[config.mk]
export PLATFORM = sky130hd
export DESIGN_NAME = cssc_clock_control
export DESIGN_NICKNAME = d
export VERILOG_FILES = /design/src/design/cssc_pkg.sv /design/src/design/cssc_startup_counter.sv /design/src/design/cssc_wb_regs.sv /design/src/design/cssc_clock_control.sv
export SDC_FILE = /design/constraint.sdc
export NUM_CORES = 1
export LEC_CHECK = 0
export ABC_AREA = 1
export BUFFER_PORTS_ARGS = -buffer_cell sky130_fd_sc_hd__clkbuf_2
export CORE_AREA = 5 5 99 101
export CTS_BUF_LIST = sky130_fd_sc_hd__clkbuf_4
export DETAILED_ROUTE_END_ITERATION = 6
export DIE_AREA = 0 0 104 106
export PLACE_DENSITY = 0.87
export SLEW_MARGIN = 20
export SYNTH_ARGS = -nofsm -noshare
export SYNTH_HDL_FRONTEND = slang
export SYNTH_HIERARCHICAL = 1
export SYNTH_SLANG_ARGS = --single-unit
export TNS_END_PERCENT = 1
[constraint.sdc]
create_clock -name i_clk -period 4.3 [get_ports i_clk]
set_clock_uncertainty 0.1 [all_clocks]
set_input_delay 0.86 -clock i_clk [delete_from_list [all_inputs] [get_ports i_clk]]
set_output_delay 0.86 -clock i_clk [all_outputs]
set_load 0.01 [all_outputs]
[src/design/cssc_pkg.sv]
package cssc_pkg;

  // ----------------------------------------------------------------
  // Factory fuse values and fuse meaning
  // ----------------------------------------------------------------
  localparam logic [3:0] FACTORY_SOURCE_SELECT = 4'h1;
  localparam logic [1:0] FACTORY_STARTUP_TIME  = 2'h2;
  localparam logic       FUSE_PROGRAMMED       = 1'b0;
  localparam logic       FUSE_UNPROGRAMMED     = 1'b1;

  // ----------------------------------------------------------------
  // Start-up counts, in cycles of the counting clock
  // ----------------------------------------------------------------
  localparam int CNT_W            = 17;
  localparam int SRC_CYCLES_6     = 6;
  localparam int SRC_CYCLES_18    = 18;
  localparam int SRC_CYCLES_258   = 258;
  localparam int SRC_CYCLES_1K    = 1024;
  localparam int SRC_CYCLES_16K   = 16384;
  localparam int SRC_CYCLES_32K   = 32768;
  localparam int WDOG_CYCLES_4K   = 4096;
  localparam int WDOG_CYCLES_64K  = 65536;

  // ----------------------------------------------------------------
  // Register map and field positions
  // ----------------------------------------------------------------
  localparam int         ADDR_W          = 8;
  localparam logic [7:0] REG_CTRL_OFS    = 8'h00;
  localparam logic [7:0] REG_STATUS_OFS  = 8'h04;
  localparam int         CTRL_SLEEP_BIT  = 0;
  localparam int         CTRL_MODE_LSB   = 1;
  localparam int         CTRL_ASYNC_BIT  = 4;
  localparam int         CTRL_CONV_BIT   = 5;
  localparam logic [2:0] CTRL_MODE_RESET = 3'h0;

  // Sleep modes
  localparam logic [2:0] SLEEP_IDLE       = 3'h0;
  localparam logic [2:0] SLEEP_NOISE_RED  = 3'h1;
  localparam logic [2:0] SLEEP_POWER_DOWN = 3'h2;
  localparam logic [2:0] SLEEP_POWER_SAVE = 3'h3;
  localparam logic [2:0] SLEEP_STANDBY    = 3'h6;

  typedef enum logic [2:0] {
    SRC_CRYSTAL, SRC_LOW_FREQ, SRC_EXT_RC, SRC_INT_RC, SRC_EXT_CLOCK
  } cssc_source_t;

  typedef enum logic [2:0] {
    RANGE_NONE, RANGE_0_4_TO_0_9, RANGE_0_9_TO_3_0, RANGE_3_0_TO_8_0, RANGE_1_0_UP
  } cssc_range_t;

  typedef struct packed {
    logic [2:0] sleep_mode;
    logic       async_timer_enable;
    logic       converter_enable;
  } cssc_ctrl_t;

  typedef struct packed {
    logic core_clock;
    logic peripheral_clock;
    logic program_memory_clock;
    logic async_timer_clock;
    logic converter_clock;
  } cssc_clk_en_t;

endpackage

[src/design/cssc_startup_counter.sv]
`timescale 1ns/1ns
`default_nettype none
module cssc_startup_counter
  import cssc_pkg::*;
#(
  parameter int W = CNT_W
) (
  input  wire logic         i_clk,    // System clock
  input  wire logic         i_rst,    // Sync reset, active high
  input  wire logic         i_load,   // Start a new count
  input  wire logic [W-1:0] i_value,  // Cycles to count
  input  wire logic         i_tick,   // One counting-clock cycle
  output logic              o_done    // Count elapsed, idle
);

  logic [W-1:0] remaining;
  logic         busy;

  // Counting stops when the last tick takes the count to zero; a zero load finishes at once
  always_ff @(posedge i_clk) begin
    if (i_rst) begin
      remaining <= '0;
      busy      <= 1'b0;
    end else if (i_load) begin
      remaining <= i_value;
      busy      <= (i_value != '0);
    end else if (busy && i_tick) begin
      remaining <= remaining - 1'b1;
      busy      <= (remaining != W'(1));
    end
  end

  assign o_done = !busy;

endmodule // cssc_startup_counter
`default_nettype wire

[src/design/cssc_wb_regs.sv]
`timescale 1ns/1ns
`default_nettype none
module cssc_wb_regs
  import cssc_pkg::*;
(
  input  wire logic              i_clk,           // System clock
  input  wire logic              i_rst,           // Sync reset, active high
  input  wire logic              i_wb_cyc,        // Bus cycle
  input  wire logic              i_wb_stb,        // Strobe
  input  wire logic              i_wb_we,         // Write enable
  input  wire logic [ADDR_W-1:0] i_wb_adr,        // Byte address
  input  wire logic [31:0]       i_wb_dat,        // Write data
  input  wire logic [3:0]        i_wb_sel,        // Byte enables
  input  wire logic [31:0]       i_status,        // Live status word
  output logic [31:0]            o_wb_dat,        // Read data
  output logic                   o_wb_ack,        // Acknowledge
  output cssc_ctrl_t             o_ctrl,          // Control fields
  output logic                   o_sleep_request  // One-cycle sleep pulse
);

  // ----------------------------------------------------------------
  // Decode
  // ----------------------------------------------------------------
  wire logic take      = i_wb_cyc && i_wb_stb && !o_wb_ack;
  wire logic hit_ctrl  = (i_wb_adr == REG_CTRL_OFS);
  wire logic hit_stat  = (i_wb_adr == REG_STATUS_OFS);
  wire logic wr_ctrl   = take && i_wb_we && hit_ctrl && i_wb_sel[0];
  wire logic [31:0] ctrl_word = {26'h000_0000, o_ctrl.converter_enable,
                                 o_ctrl.async_timer_enable, o_ctrl.sleep_mode, 1'b0};
  wire logic [31:0] read_mux = hit_ctrl ? ctrl_word :
                               hit_stat ? i_status : 32'h0000_0000;

  // Ack one cycle after the strobe, dropped the cycle after
  always_ff @(posedge i_clk) begin
    if (i_rst) begin
      o_wb_ack <= 1'b0;
      o_wb_dat <= 32'h0000_0000;
    end else begin
      o_wb_ack <= take;
      o_wb_dat <= (take && !i_wb_we) ? read_mux : 32'h0000_0000;
    end
  end

  // Control fields; the sleep bit is a self-clearing command
  always_ff @(posedge i_clk) begin
    if (i_rst) begin
      o_ctrl          <= '{sleep_mode: CTRL_MODE_RESET, default: 1'b0};
      o_sleep_request <= 1'b0;
    end else begin
      o_sleep_request <= wr_ctrl && i_wb_dat[CTRL_SLEEP_BIT];
      if (wr_ctrl) begin
        o_ctrl.sleep_mode         <= i_wb_dat[CTRL_MODE_LSB +: 3];
        o_ctrl.async_timer_enable <= i_wb_dat[CTRL_ASYNC_BIT];
        o_ctrl.converter_enable   <= i_wb_dat[CTRL_CONV_BIT];
      end
    end
  end

endmodule // cssc_wb_regs
`default_nettype wire

[src/design/cssc_clock_control.sv]
`timescale 1ns/1ns
`default_nettype none
module cssc_clock_control
  import cssc_pkg::*;
#(
  parameter int SRC_16K_CYCLES  = SRC_CYCLES_16K,   // Long crystal start-up
  parameter int SRC_32K_CYCLES  = SRC_CYCLES_32K,   // Watch crystal start-up
  parameter int WDOG_4K_CYCLES  = WDOG_CYCLES_4K,   // Short reset delay
  parameter int WDOG_64K_CYCLES = WDOG_CYCLES_64K   // Long reset delay
) (
  input  wire logic              i_clk,                         // System clock
  input  wire logic              i_rst,                         // Sync reset, active high
  input  wire logic [3:0]        i_clock_source_select_fuses,   // Source fuses
  input  wire logic [1:0]        i_startup_time_fuses,          // Start-up fuses
  input  wire logic              i_oscillator_amplifier_option, // Amplifier fuse
  input  wire logic              i_source_tick,                 // Selected source cycle
  input  wire logic              i_watchdog_tick,               // Watchdog osc cycle
  input  wire logic              i_wake_event,                  // Wake from sleep
  input  wire logic              i_wb_cyc,                      // Wishbone cycle
  input  wire logic              i_wb_stb,                      // Wishbone strobe
  input  wire logic              i_wb_we,                       // Wishbone write
  input  wire logic [ADDR_W-1:0] i_wb_adr,                      // Wishbone address
  input  wire logic [31:0]       i_wb_dat,                      // Wishbone write data
  input  wire logic [3:0]        i_wb_sel,                      // Wishbone byte lanes
  output logic [31:0]            o_wb_dat,                      // Wishbone read data
  output logic                   o_wb_ack,                      // Wishbone ack
  output cssc_clk_en_t           o_clk_en,                      // Domain clock enables
  output logic                   o_core_run,                    // Fetch released
  output logic                   o_async_detect_arm,            // Async wake logic armed
  output cssc_source_t           o_source_kind,                 // Decoded source
  output cssc_range_t            o_freq_range                   // Crystal range
);

  // ----------------------------------------------------------------
  // Decode helpers
  // ----------------------------------------------------------------

  // Source kind from the four select fuses
  function automatic cssc_source_t decode_source(input logic [3:0] sel);
    if (sel >= 4'hA)
      decode_source = SRC_CRYSTAL;
    else if (sel == 4'h9)
      decode_source = SRC_LOW_FREQ;
    else if (sel >= 4'h5)
      decode_source = SRC_EXT_RC;
    else if (sel >= 4'h1)
      decode_source = SRC_INT_RC;
    else
      decode_source = SRC_EXT_CLOCK;
  endfunction

  // Crystal frequency range; a zero amplifier fuse means programmed
  function automatic cssc_range_t decode_range(input logic [3:0] sel,
                                               input logic       amp);
    decode_range = RANGE_NONE;
    if (decode_source(sel) == SRC_CRYSTAL) begin
      if (amp == FUSE_PROGRAMMED) begin
        decode_range = RANGE_1_0_UP;
      end else begin
        case (sel[3:1])
          3'h5:    decode_range = RANGE_0_4_TO_0_9;
          3'h6:    decode_range = RANGE_0_9_TO_3_0;
          3'h7:    decode_range = RANGE_3_0_TO_8_0;
          default: decode_range = RANGE_NONE;
        endcase
      end
    end
  endfunction

  // Source-cycle start-up count for the fuse setting
  function automatic logic [CNT_W-1:0] source_delay(input logic [3:0] sel,
                                                     input logic [1:0] startup_time_fuses);
    source_delay = CNT_W'(SRC_CYCLES_6);
    case (decode_source(sel))
      SRC_CRYSTAL: begin
        if (sel[0] == 1'b0)
          source_delay = startup_time_fuses[1] ? CNT_W'(SRC_CYCLES_1K) : CNT_W'(SRC_CYCLES_258);
        else
          source_delay = (startup_time_fuses == 2'h0) ? CNT_W'(SRC_CYCLES_1K)
                                       : CNT_W'(SRC_16K_CYCLES);
      end
      SRC_LOW_FREQ:
        source_delay = startup_time_fuses[1] ? CNT_W'(SRC_32K_CYCLES) : CNT_W'(SRC_CYCLES_1K);
      SRC_EXT_RC:
        source_delay = (startup_time_fuses == 2'h3) ? CNT_W'(SRC_CYCLES_6) : CNT_W'(SRC_CYCLES_18);
      default:
        source_delay = CNT_W'(SRC_CYCLES_6);
    endcase
  endfunction

  // Reserved start-up codes take the long delay, the safe side, except the short one for even crystal selects
  // Watchdog-cycle reset delay; zero means no extra delay
  function automatic logic [CNT_W-1:0] reset_delay(input logic [3:0] sel,
                                                    input logic [1:0] startup_time_fuses);
    logic [1:0] code; // 0 none, 1 short, 2 long
    code = 2'h0;
    case (decode_source(sel))
      SRC_CRYSTAL: begin
        if (sel[0] == 1'b0) begin
          case (startup_time_fuses)
            2'h0:    code = 2'h1;
            2'h1:    code = 2'h2;
            2'h2:    code = 2'h0;
            default: code = 2'h1;
          endcase
        end else begin
          case (startup_time_fuses)
            2'h0:    code = 2'h2;
            2'h1:    code = 2'h0;
            2'h2:    code = 2'h1;
            default: code = 2'h2;
          endcase
        end
      end
      SRC_LOW_FREQ:
        code = (startup_time_fuses == 2'h0) ? 2'h1 : 2'h2;
      SRC_EXT_RC:
        code = (startup_time_fuses == 2'h0) ? 2'h0 : (startup_time_fuses == 2'h2) ? 2'h2 : 2'h1;
      default:
        code = (startup_time_fuses == 2'h0) ? 2'h0 : (startup_time_fuses == 2'h1) ? 2'h1 : 2'h2;
    endcase
    case (code)
      2'h1:    reset_delay = CNT_W'(WDOG_4K_CYCLES);
      2'h2:    reset_delay = CNT_W'(WDOG_64K_CYCLES);
      default: reset_delay = '0;
    endcase
  endfunction

  // ----------------------------------------------------------------
  // Fuse shadow
  // ----------------------------------------------------------------
  // Start-up states keep every domain gated and fetch held
  typedef enum logic [2:0] {
    ST_CAPTURE, ST_SRC_LOAD, ST_SRC_WAIT, ST_WD_LOAD, ST_WD_WAIT, ST_RUN, ST_SLEEP
  } cssc_state_t;

  // Fuse copies and sequencer bookkeeping
  cssc_state_t state;
  cssc_state_t next_state;
  logic [3:0]  fuse_sel;
  logic [1:0]  fuse_sut;
  logic        fuse_amp;
  logic        from_reset;
  logic        next_from_reset;
  logic [2:0]  sleep_mode_latched;

  // Factory values stand until the capture cycle right after reset
  always_ff @(posedge i_clk) begin
    if (i_rst) begin
      fuse_sel <= FACTORY_SOURCE_SELECT;
      fuse_sut <= FACTORY_STARTUP_TIME;
      fuse_amp <= FUSE_UNPROGRAMMED;
    end else if (state == ST_CAPTURE) begin
      fuse_sel <= i_clock_source_select_fuses;
      fuse_sut <= i_startup_time_fuses;
      fuse_amp <= i_oscillator_amplifier_option;
    end
  end

  // ----------------------------------------------------------------
  // Register file
  // ----------------------------------------------------------------
  // Control fields and the one-cycle sleep command from the bus
  cssc_ctrl_t  ctrl;
  logic        sleep_request;
  logic [31:0] status_word;

  cssc_wb_regs u_regs (
    .i_clk           (i_clk),
    .i_rst           (i_rst),
    .i_wb_cyc        (i_wb_cyc),
    .i_wb_stb        (i_wb_stb),
    .i_wb_we         (i_wb_we),
    .i_wb_adr        (i_wb_adr),
    .i_wb_dat        (i_wb_dat),
    .i_wb_sel        (i_wb_sel),
    .i_status        (status_word),
    .o_wb_dat        (o_wb_dat),
    .o_wb_ack        (o_wb_ack),
    .o_ctrl          (ctrl),
    .o_sleep_request (sleep_request)
  );

  // ----------------------------------------------------------------
  // Start-up counters
  // ----------------------------------------------------------------
  // Delay values follow the captured fuses, never the live pins
  wire logic             src_load  = (state == ST_SRC_LOAD);
  wire logic             wd_load   = (state == ST_WD_LOAD);
  wire logic [CNT_W-1:0] src_value = source_delay(fuse_sel, fuse_sut);
  wire logic [CNT_W-1:0] wd_value  = reset_delay(fuse_sel, fuse_sut);
  logic                  src_done;
  logic                  wd_done;

  // Source cycles time oscillator settling after reset and deep wake
  cssc_startup_counter #(.W(CNT_W)) u_src_count (
    .i_clk   (i_clk),
    .i_rst   (i_rst),
    .i_load  (src_load),
    .i_value (src_value),
    .i_tick  (i_source_tick),
    .o_done  (src_done)
  );

  // Watchdog cycles time the supply settling after reset only
  cssc_startup_counter #(.W(CNT_W)) u_wd_count (
    .i_clk   (i_clk),
    .i_rst   (i_rst),
    .i_load  (wd_load),
    .i_value (wd_value),
    .i_tick  (i_watchdog_tick),
    .o_done  (wd_done)
  );

  // ----------------------------------------------------------------
  // Sequencer
  // ----------------------------------------------------------------

  // Deep sleep stops the oscillator, so only those wakes recount
  wire logic deep_sleep = (sleep_mode_latched == SLEEP_POWER_DOWN) ||
                          (sleep_mode_latched == SLEEP_POWER_SAVE);

  // Next state
  always_comb begin
    next_state      = state;
    next_from_reset = from_reset;
    case (state)
      ST_CAPTURE: begin
        next_state      = ST_SRC_LOAD;
        next_from_reset = 1'b1;
      end
      ST_SRC_LOAD:
        next_state = ST_SRC_WAIT;
      ST_SRC_WAIT: begin
        if (src_done)
          next_state = from_reset ? ST_WD_LOAD : ST_RUN;
      end
      ST_WD_LOAD:
        next_state = ST_WD_WAIT;
      ST_WD_WAIT: begin
        if (wd_done)
          next_state = ST_RUN;
      end
      ST_RUN: begin
        next_from_reset = 1'b0;
        if (sleep_request)
          next_state = ST_SLEEP;
      end
      ST_SLEEP: begin
        if (i_wake_event)
          next_state = deep_sleep ? ST_SRC_LOAD : ST_RUN;
      end
      default:
        next_state = ST_CAPTURE;
    endcase
  end

  // State registers; mode is frozen on entry so a late write cannot reshape sleep
  always_ff @(posedge i_clk) begin
    if (i_rst) begin
      state              <= ST_CAPTURE;
      from_reset         <= 1'b1;
      sleep_mode_latched <= CTRL_MODE_RESET;
    end else begin
      state      <= next_state;
      from_reset <= next_from_reset;
      if (state == ST_RUN && sleep_request)
        sleep_mode_latched <= ctrl.sleep_mode;
    end
  end

  // ----------------------------------------------------------------
  // Clock gating
  // ----------------------------------------------------------------
  // Domain groups; standby and reserved modes stop every domain
  wire logic running  = (state == ST_RUN);
  wire logic sleeping = (state == ST_SLEEP);
  wire logic in_idle  = sleeping && (sleep_mode_latched == SLEEP_IDLE);
  wire logic in_noise = sleeping && (sleep_mode_latched == SLEEP_NOISE_RED);
  wire logic in_psave = sleeping && (sleep_mode_latched == SLEEP_POWER_SAVE);
  wire logic int_rc   = (decode_source(fuse_sel) == SRC_INT_RC);

  // Per-domain enables; the timer shares the crystal pins, hence the source check
  cssc_clk_en_t next_clk_en;
  assign next_clk_en.core_clock           = running;
  assign next_clk_en.program_memory_clock = running;
  assign next_clk_en.peripheral_clock     = running || in_idle;
  assign next_clk_en.async_timer_clock    = ctrl.async_timer_enable && int_rc &&
                                            (running || in_idle || in_noise || in_psave);
  assign next_clk_en.converter_clock      = ctrl.converter_enable &&
                                            (running || in_idle || in_noise);

  // Registered so a gate never glitches on a decode transition
  always_ff @(posedge i_clk) begin
    if (i_rst) begin
      o_clk_en           <= '0;
      o_core_run         <= 1'b0;
      o_async_detect_arm <= 1'b0;
      o_source_kind      <= SRC_INT_RC;
      o_freq_range       <= RANGE_NONE;
    end else begin
      o_clk_en           <= next_clk_en;
      o_core_run         <= running;
      o_async_detect_arm <= sleeping;
      o_source_kind      <= decode_source(fuse_sel);
      o_freq_range       <= decode_range(fuse_sel, fuse_amp);
    end
  end

  // ----------------------------------------------------------------
  // Status word
  // ----------------------------------------------------------------

  // Live view of fuses, decode and sequencer for software
  // Bit 14 flags any start-up state, so polling software sees progress
  assign status_word = {16'h0000,
                        sleeping,
                        !(running || sleeping),
                        running,
                        o_freq_range,
                        o_source_kind,
                        fuse_amp,
                        fuse_sut,
                        fuse_sel};

endmodule // cssc_clock_control
`default_nettype wire

==> results.md <==
- For this design, the sink count on the clock tree is 100.
- The most critical setup path has its startpoint at fuse_sut[1]$_SDFFE_PP1P_.
- The largest net degree at the start of global routing is 28.
- After detailed routing, the number of remaining DRC violations is 0.
- Dividing the synthesized area by the synthesized cell count gives roughly 6.8 sq um.
- The number of antenna violations at the first check in global routing is 0.
- The number of nets with antenna violations after routing is 0.
- The count of distinct cell types in the synthesized netlist is 35.
- Internal power comes to about 1.8 mW.
- For the worst flop-to-flop path, the logic depth is 15.
- By area the synthesized netlist is led by sky130_fd_sc_hd__dfxtp_1, sky130_fd_sc_hd__inv_1, sky130_fd_sc_hd__nand2_1, sky130_fd_sc_hd__nor2_1, sky130_fd_sc_hd__nand3_1.
- For hold timing, the worst endpoint is u_regs/o_wb_dat[8]$_SDFF_PP0_.
- The vertical extent of the die is between 100 and 150 um.
- Across every metal layer, demand over resource in global routing totals ~22%.
- The type of the worst setup path is reg -> reg.
- Of the post-synthesis cell area, the dominant cell type holds around 38%.
- The power density relative to cell area is a little under 600 nW/um^2.
- At the pin with the least slew margin, the transition time is slightly below 0.7 ns.
- The total number of placement rows is 35.
- Clock latency on the worst-skew pair, taken at its later pin, is 0.45 ns.
- Timing would allow up to 0.456 GHz.
- The analysis attributes to cell leakage a power of between 2 and 3 nW.
- The worst ir drop on vdd is 0.000380 V.
- The category of the worst setup path capture point is a flop.
- 0 antenna diodes ended up in the layout.
- The total iterations of the first detailed-routing run is 5.
- The cell count after synthesis came out at ~800.
- The vias after detailed routing is 5,044.
- The number of buffers created by CTS is 9.
- For this block, the routed nets add up to 11.7 mm of wire.
- In this run the tool buffered the top-level ports with 75 buffer cells.
- The data required time at the worst endpoint is around 4.6 ns.
- The starting utilization of the core area is about three fifths.
- The post-layout total power is 3.53 mW.
- The net switching power is 1.69 mW.
- The startpoint identified for the worst register-to-register timing path is fuse_sut[1]$_SDFFE_PP1P_.
- After detailed routing, the average wire length per cell comes to 11.6 um.
- Leaving out fill and tap cells, the most frequent cells in the layout are sky130_fd_sc_hd__inv_1, sky130_fd_sc_hd__nand2_1, sky130_fd_sc_hd__nor2_1.
- The count of buffers added by post-CTS timing repair for setup is 0.
- The post-synthesis sequential area ratio is approximately 38%.
- On the final layout, the worst hold slack is between 0.3 and 0.4 ns.
- The chip width is between 100 and 150 um.
- In the final layout, the share of cells above drive strength 1 is approximately 17%.
- The synthesized design contains 100 register bits.
- Of all nets on the critical path, the largest fanout is 7.
- The worst register-to-register path has a setup slack of 2.11 ns.
- In this run the worst hold path is classified as reg -> reg.
- The via count of the first global-routing pass is approximately 4,700.
- The portion of total power attributed to sequential cells is roughly 36%.
- CTS placed an instance of sky130_fd_sc_hd__clkbuf_4 at the clock tree root.
- The worst register-to-register path ends at u_wd_count/busy$_SDFFE_PP0P_.
- Setup repair after global routing left no endpoint under its margin.
- The accumulated negative setup slack is 0 ns.
- The most used flip-flop cell after synthesis is sky130_fd_sc_hd__dfxtp_1.
- The area of the multi-input gates is ~2700 sq um.
- The number of top-level pins is between 100 and 150.
- The worst-case headroom to the max-slew limit is a little over half.
- The synthesized cell area is 5300 sq um.
- The clock tree from TritonCTS is yes.
- The finished cells cover 5970 sq um.
- The number of flops mapped to enable cells by yosys is 0.
- The worst hold path startpoint is o_source_kind[1]$_SDFF_PP1_.
- The H-tree generated during clock tree synthesis spans 3 levels.
- The area added between synthesis and finish is 12.6%.
- The max-capacitance violation count is 0.
- The die covers ~11,000 sq um.
- Hold repair after CTS inserted 0 buffers.
- After the first detailed-routing iteration, the DRC count stood at around 280.
- sky130_fd_sc_hd__dfxtp_1 takes more of the synthesized area than any other cell.
- Per report_power, the combinational group accounts for between 50% and 60% of the total.
- The maximum buffer depth of the clock tree is 2.
- The area of the core is just under 9000 sq um.
- The number of hold violations in the final report is 0.
- The layout net count is approximately 970.
- Registers take 2000 sq um.
- Setup violations remaining at the end of the flow were counted as 0.
- The final critical path takes up between 50% and 60% of the cycle.
- The proportion of power drawn by the clock network is approximately an eighth.
- Of all flip-flops after synthesis, the portion carrying an async set or reset was 0%.
- The estimated wirelength of the detail-placed design is just under 9 mm.
- Gates resized during post-CTS repair numbered 0.
- The clock period could shrink to 2.19 ns.
- After detailed placement, the total cell area comes to 5850 sq um.
- The number of slew-limit violations in the final report came to 0.
- The number of cells on the worst hold path is 2.
- The filler cells instantiated in the layout total slightly below 800.
- The flow ran to the end, and the final reports show no timing, DRC or antenna violations.
- The global placer's final weighted congestion is between 0.8 and 0.9.
- The clock slew at the register clock pins of the worst setup and hold paths is between 0.15 and 0.2 ns.
- After detailed routing, the number of vias per cell comes to ~5.0.
- The count of warnings emitted by yosys is 6.
- Of the total power, the share spent switching nets is 48.0%.
- The first global-routing pass estimated 20.6 mm of wire.
- STA classifies the critical path startpoint as a flop.
- Leaving out fill and tap cells, the most frequent cell in the layout is sky130_fd_sc_hd__inv_1.
- Summed over all layers, the global routing overflow is 0.
- Data on the critical path arrives at its endpoint at 2.45 ns.
power by group through the flow:
stage / Combinational [mW] / Clock (mW) / Sequential, mW
2_1_floorplan: 1.49 / 0 / 1.25
3_3_place_gp: 1.73 / 0 / 1.30
3_5_place_dp: 1.76 / 0 / 1.30
4_1_cts: 1.77 / 0.477 / 1.28
5_1_grt: 2.07 / 0.517 / 1.31
6_report: 1.78 / 0.464 / 1.28
synth_stat cells (11+ instances only):
library cell	count
sky130_fd_sc_hd__dfxtp_1	100
sky130_fd_sc_hd__inv_2	11
sky130_fd_sc_hd__o21ai_0	18
sky130_fd_sc_hd__buf_4	11
sky130_fd_sc_hd__nand3_1	73
sky130_fd_sc_hd__nand2_1	132
sky130_fd_sc_hd__o22ai_1	18
sky130_fd_sc_hd__nor2_1	111
sky130_fd_sc_hd__nand2_2	15
sky130_fd_sc_hd__inv_1	141
sky130_fd_sc_hd__a21oi_1	47
sky130_fd_sc_hd__nor2_2	20
critical path, cell delays in order, from the launching register on:
cell	delay [ns]
sky130_fd_sc_hd__dfxtp_1	0.52
sky130_fd_sc_hd__inv_1	0.17
sky130_fd_sc_hd__ha_1	0.33
sky130_fd_sc_hd__inv_1	0.04
sky130_fd_sc_hd__o21ai_0	0.14
sky130_fd_sc_hd__nor2_1	0.08
sky130_fd_sc_hd__nor2_1	0.12
sky130_fd_sc_hd__nand2_1	0.05
sky130_fd_sc_hd__nand2_1	0.05
sky130_fd_sc_hd__nor2_1	0.04
sky130_fd_sc_hd__inv_1	0.08
sky130_fd_sc_hd__nand4_1	0.11
sky130_fd_sc_hd__nor2_1	0.11
sky130_fd_sc_hd__nand3_1	0.08
sky130_fd_sc_hd__nand2_1	0.06
sky130_fd_sc_hd__a21oi_1	0.04
area by class of cell:
cell class / count / share of cell area [%]
multi-input combinational: 553 / 45.7
sequential: 100 / 33.5
clock inverter: 6 / 0.922
clock buffer: 9 / 1.13
tap: 111 / 2.33
timing repair buffer: 78 / 6.66
inverter: 154 / 9.77
cells by family after synthesis:
logic type	synth area share [%]
AOI/OAI and AO/OA	11.3
xor gates and xnor gates	0.660
and+or+nand+nor	33.7
buffers and inverters	14.2
adders and majority gates	2.36
other	0.0707
DFF	37.7
sequential cells by signal (all words and copies together) (netlist names):
| name | flops |
|---|---|
| u_src_count/busy | 1 |
| u_src_count/remaining | 17 |
| o_async_detect_arm | 1 |
| u_regs/o_wb_dat | 32 |
| u_regs/o_sleep_request | 1 |
| u_regs/o_ctrl | 5 |
| fuse_sel | 4 |
| sleep_mode_latched | 3 |
| fuse_sut | 2 |
| u_regs/o_wb_ack | 1 |
| o_source_kind | 3 |
| o_clk_en | 3 |
| o_core_run | 1 |
| o_freq_range | 3 |
| from_reset | 1 |
| fuse_amp | 1 |
| state | 3 |
| u_wd_count/remaining | 17 |
| u_wd_count/busy | 1 |
metrics by stage:
step	util (%)	std cells	worst slack (ns)
final	66.8	1011	2.11
after global routing	66.8	1011	1.85
after CTS	66.8	1011	2.13
after detailed placement	65.5	996	2.00
after global placement	65.5	996	2.07
after floorplan	-	833	2.47
per-layer routing:
| layer | part of all wire, % | vias to the layer above | global-route usage, % |
|---|---|---|---|
| met4 | 1.6 | 0 | 8.05 |
| li1 | - | 2631 | - |
| met2 | 49 | 150 | 37.7 |
| met1 | 43 | 2246 | 28.5 |
| met5 | 0 | - | 0 |
| met3 | 6.0 | 17 | 2.73 |
worst max-delay path by stage:
| stage | cells past startpoint | end | slack (ns) |
|---|---|---|---|
| 4_1_cts | 15 | u_wd_count/busy$_SDFFE_PP0P_ | 2.13 |
| 2_1_floorplan | 15 | u_wd_count/busy$_SDFFE_PP0P_ | 2.47 |
| 3_3_place_gp | 4 | u_regs/o_wb_dat[6]$_SDFF_PP0_ | 2.07 |
| 5_1_grt | 15 | u_wd_count/busy$_SDFFE_PP0P_ | 1.85 |
| 6_report | 15 | u_wd_count/busy$_SDFFE_PP0P_ | 2.11 |
| 3_5_place_dp | 4 | u_regs/o_wb_dat[11]$_SDFF_PP0_ | 2.00 |
No activity file was read; power rests on OpenSTA's default activity.
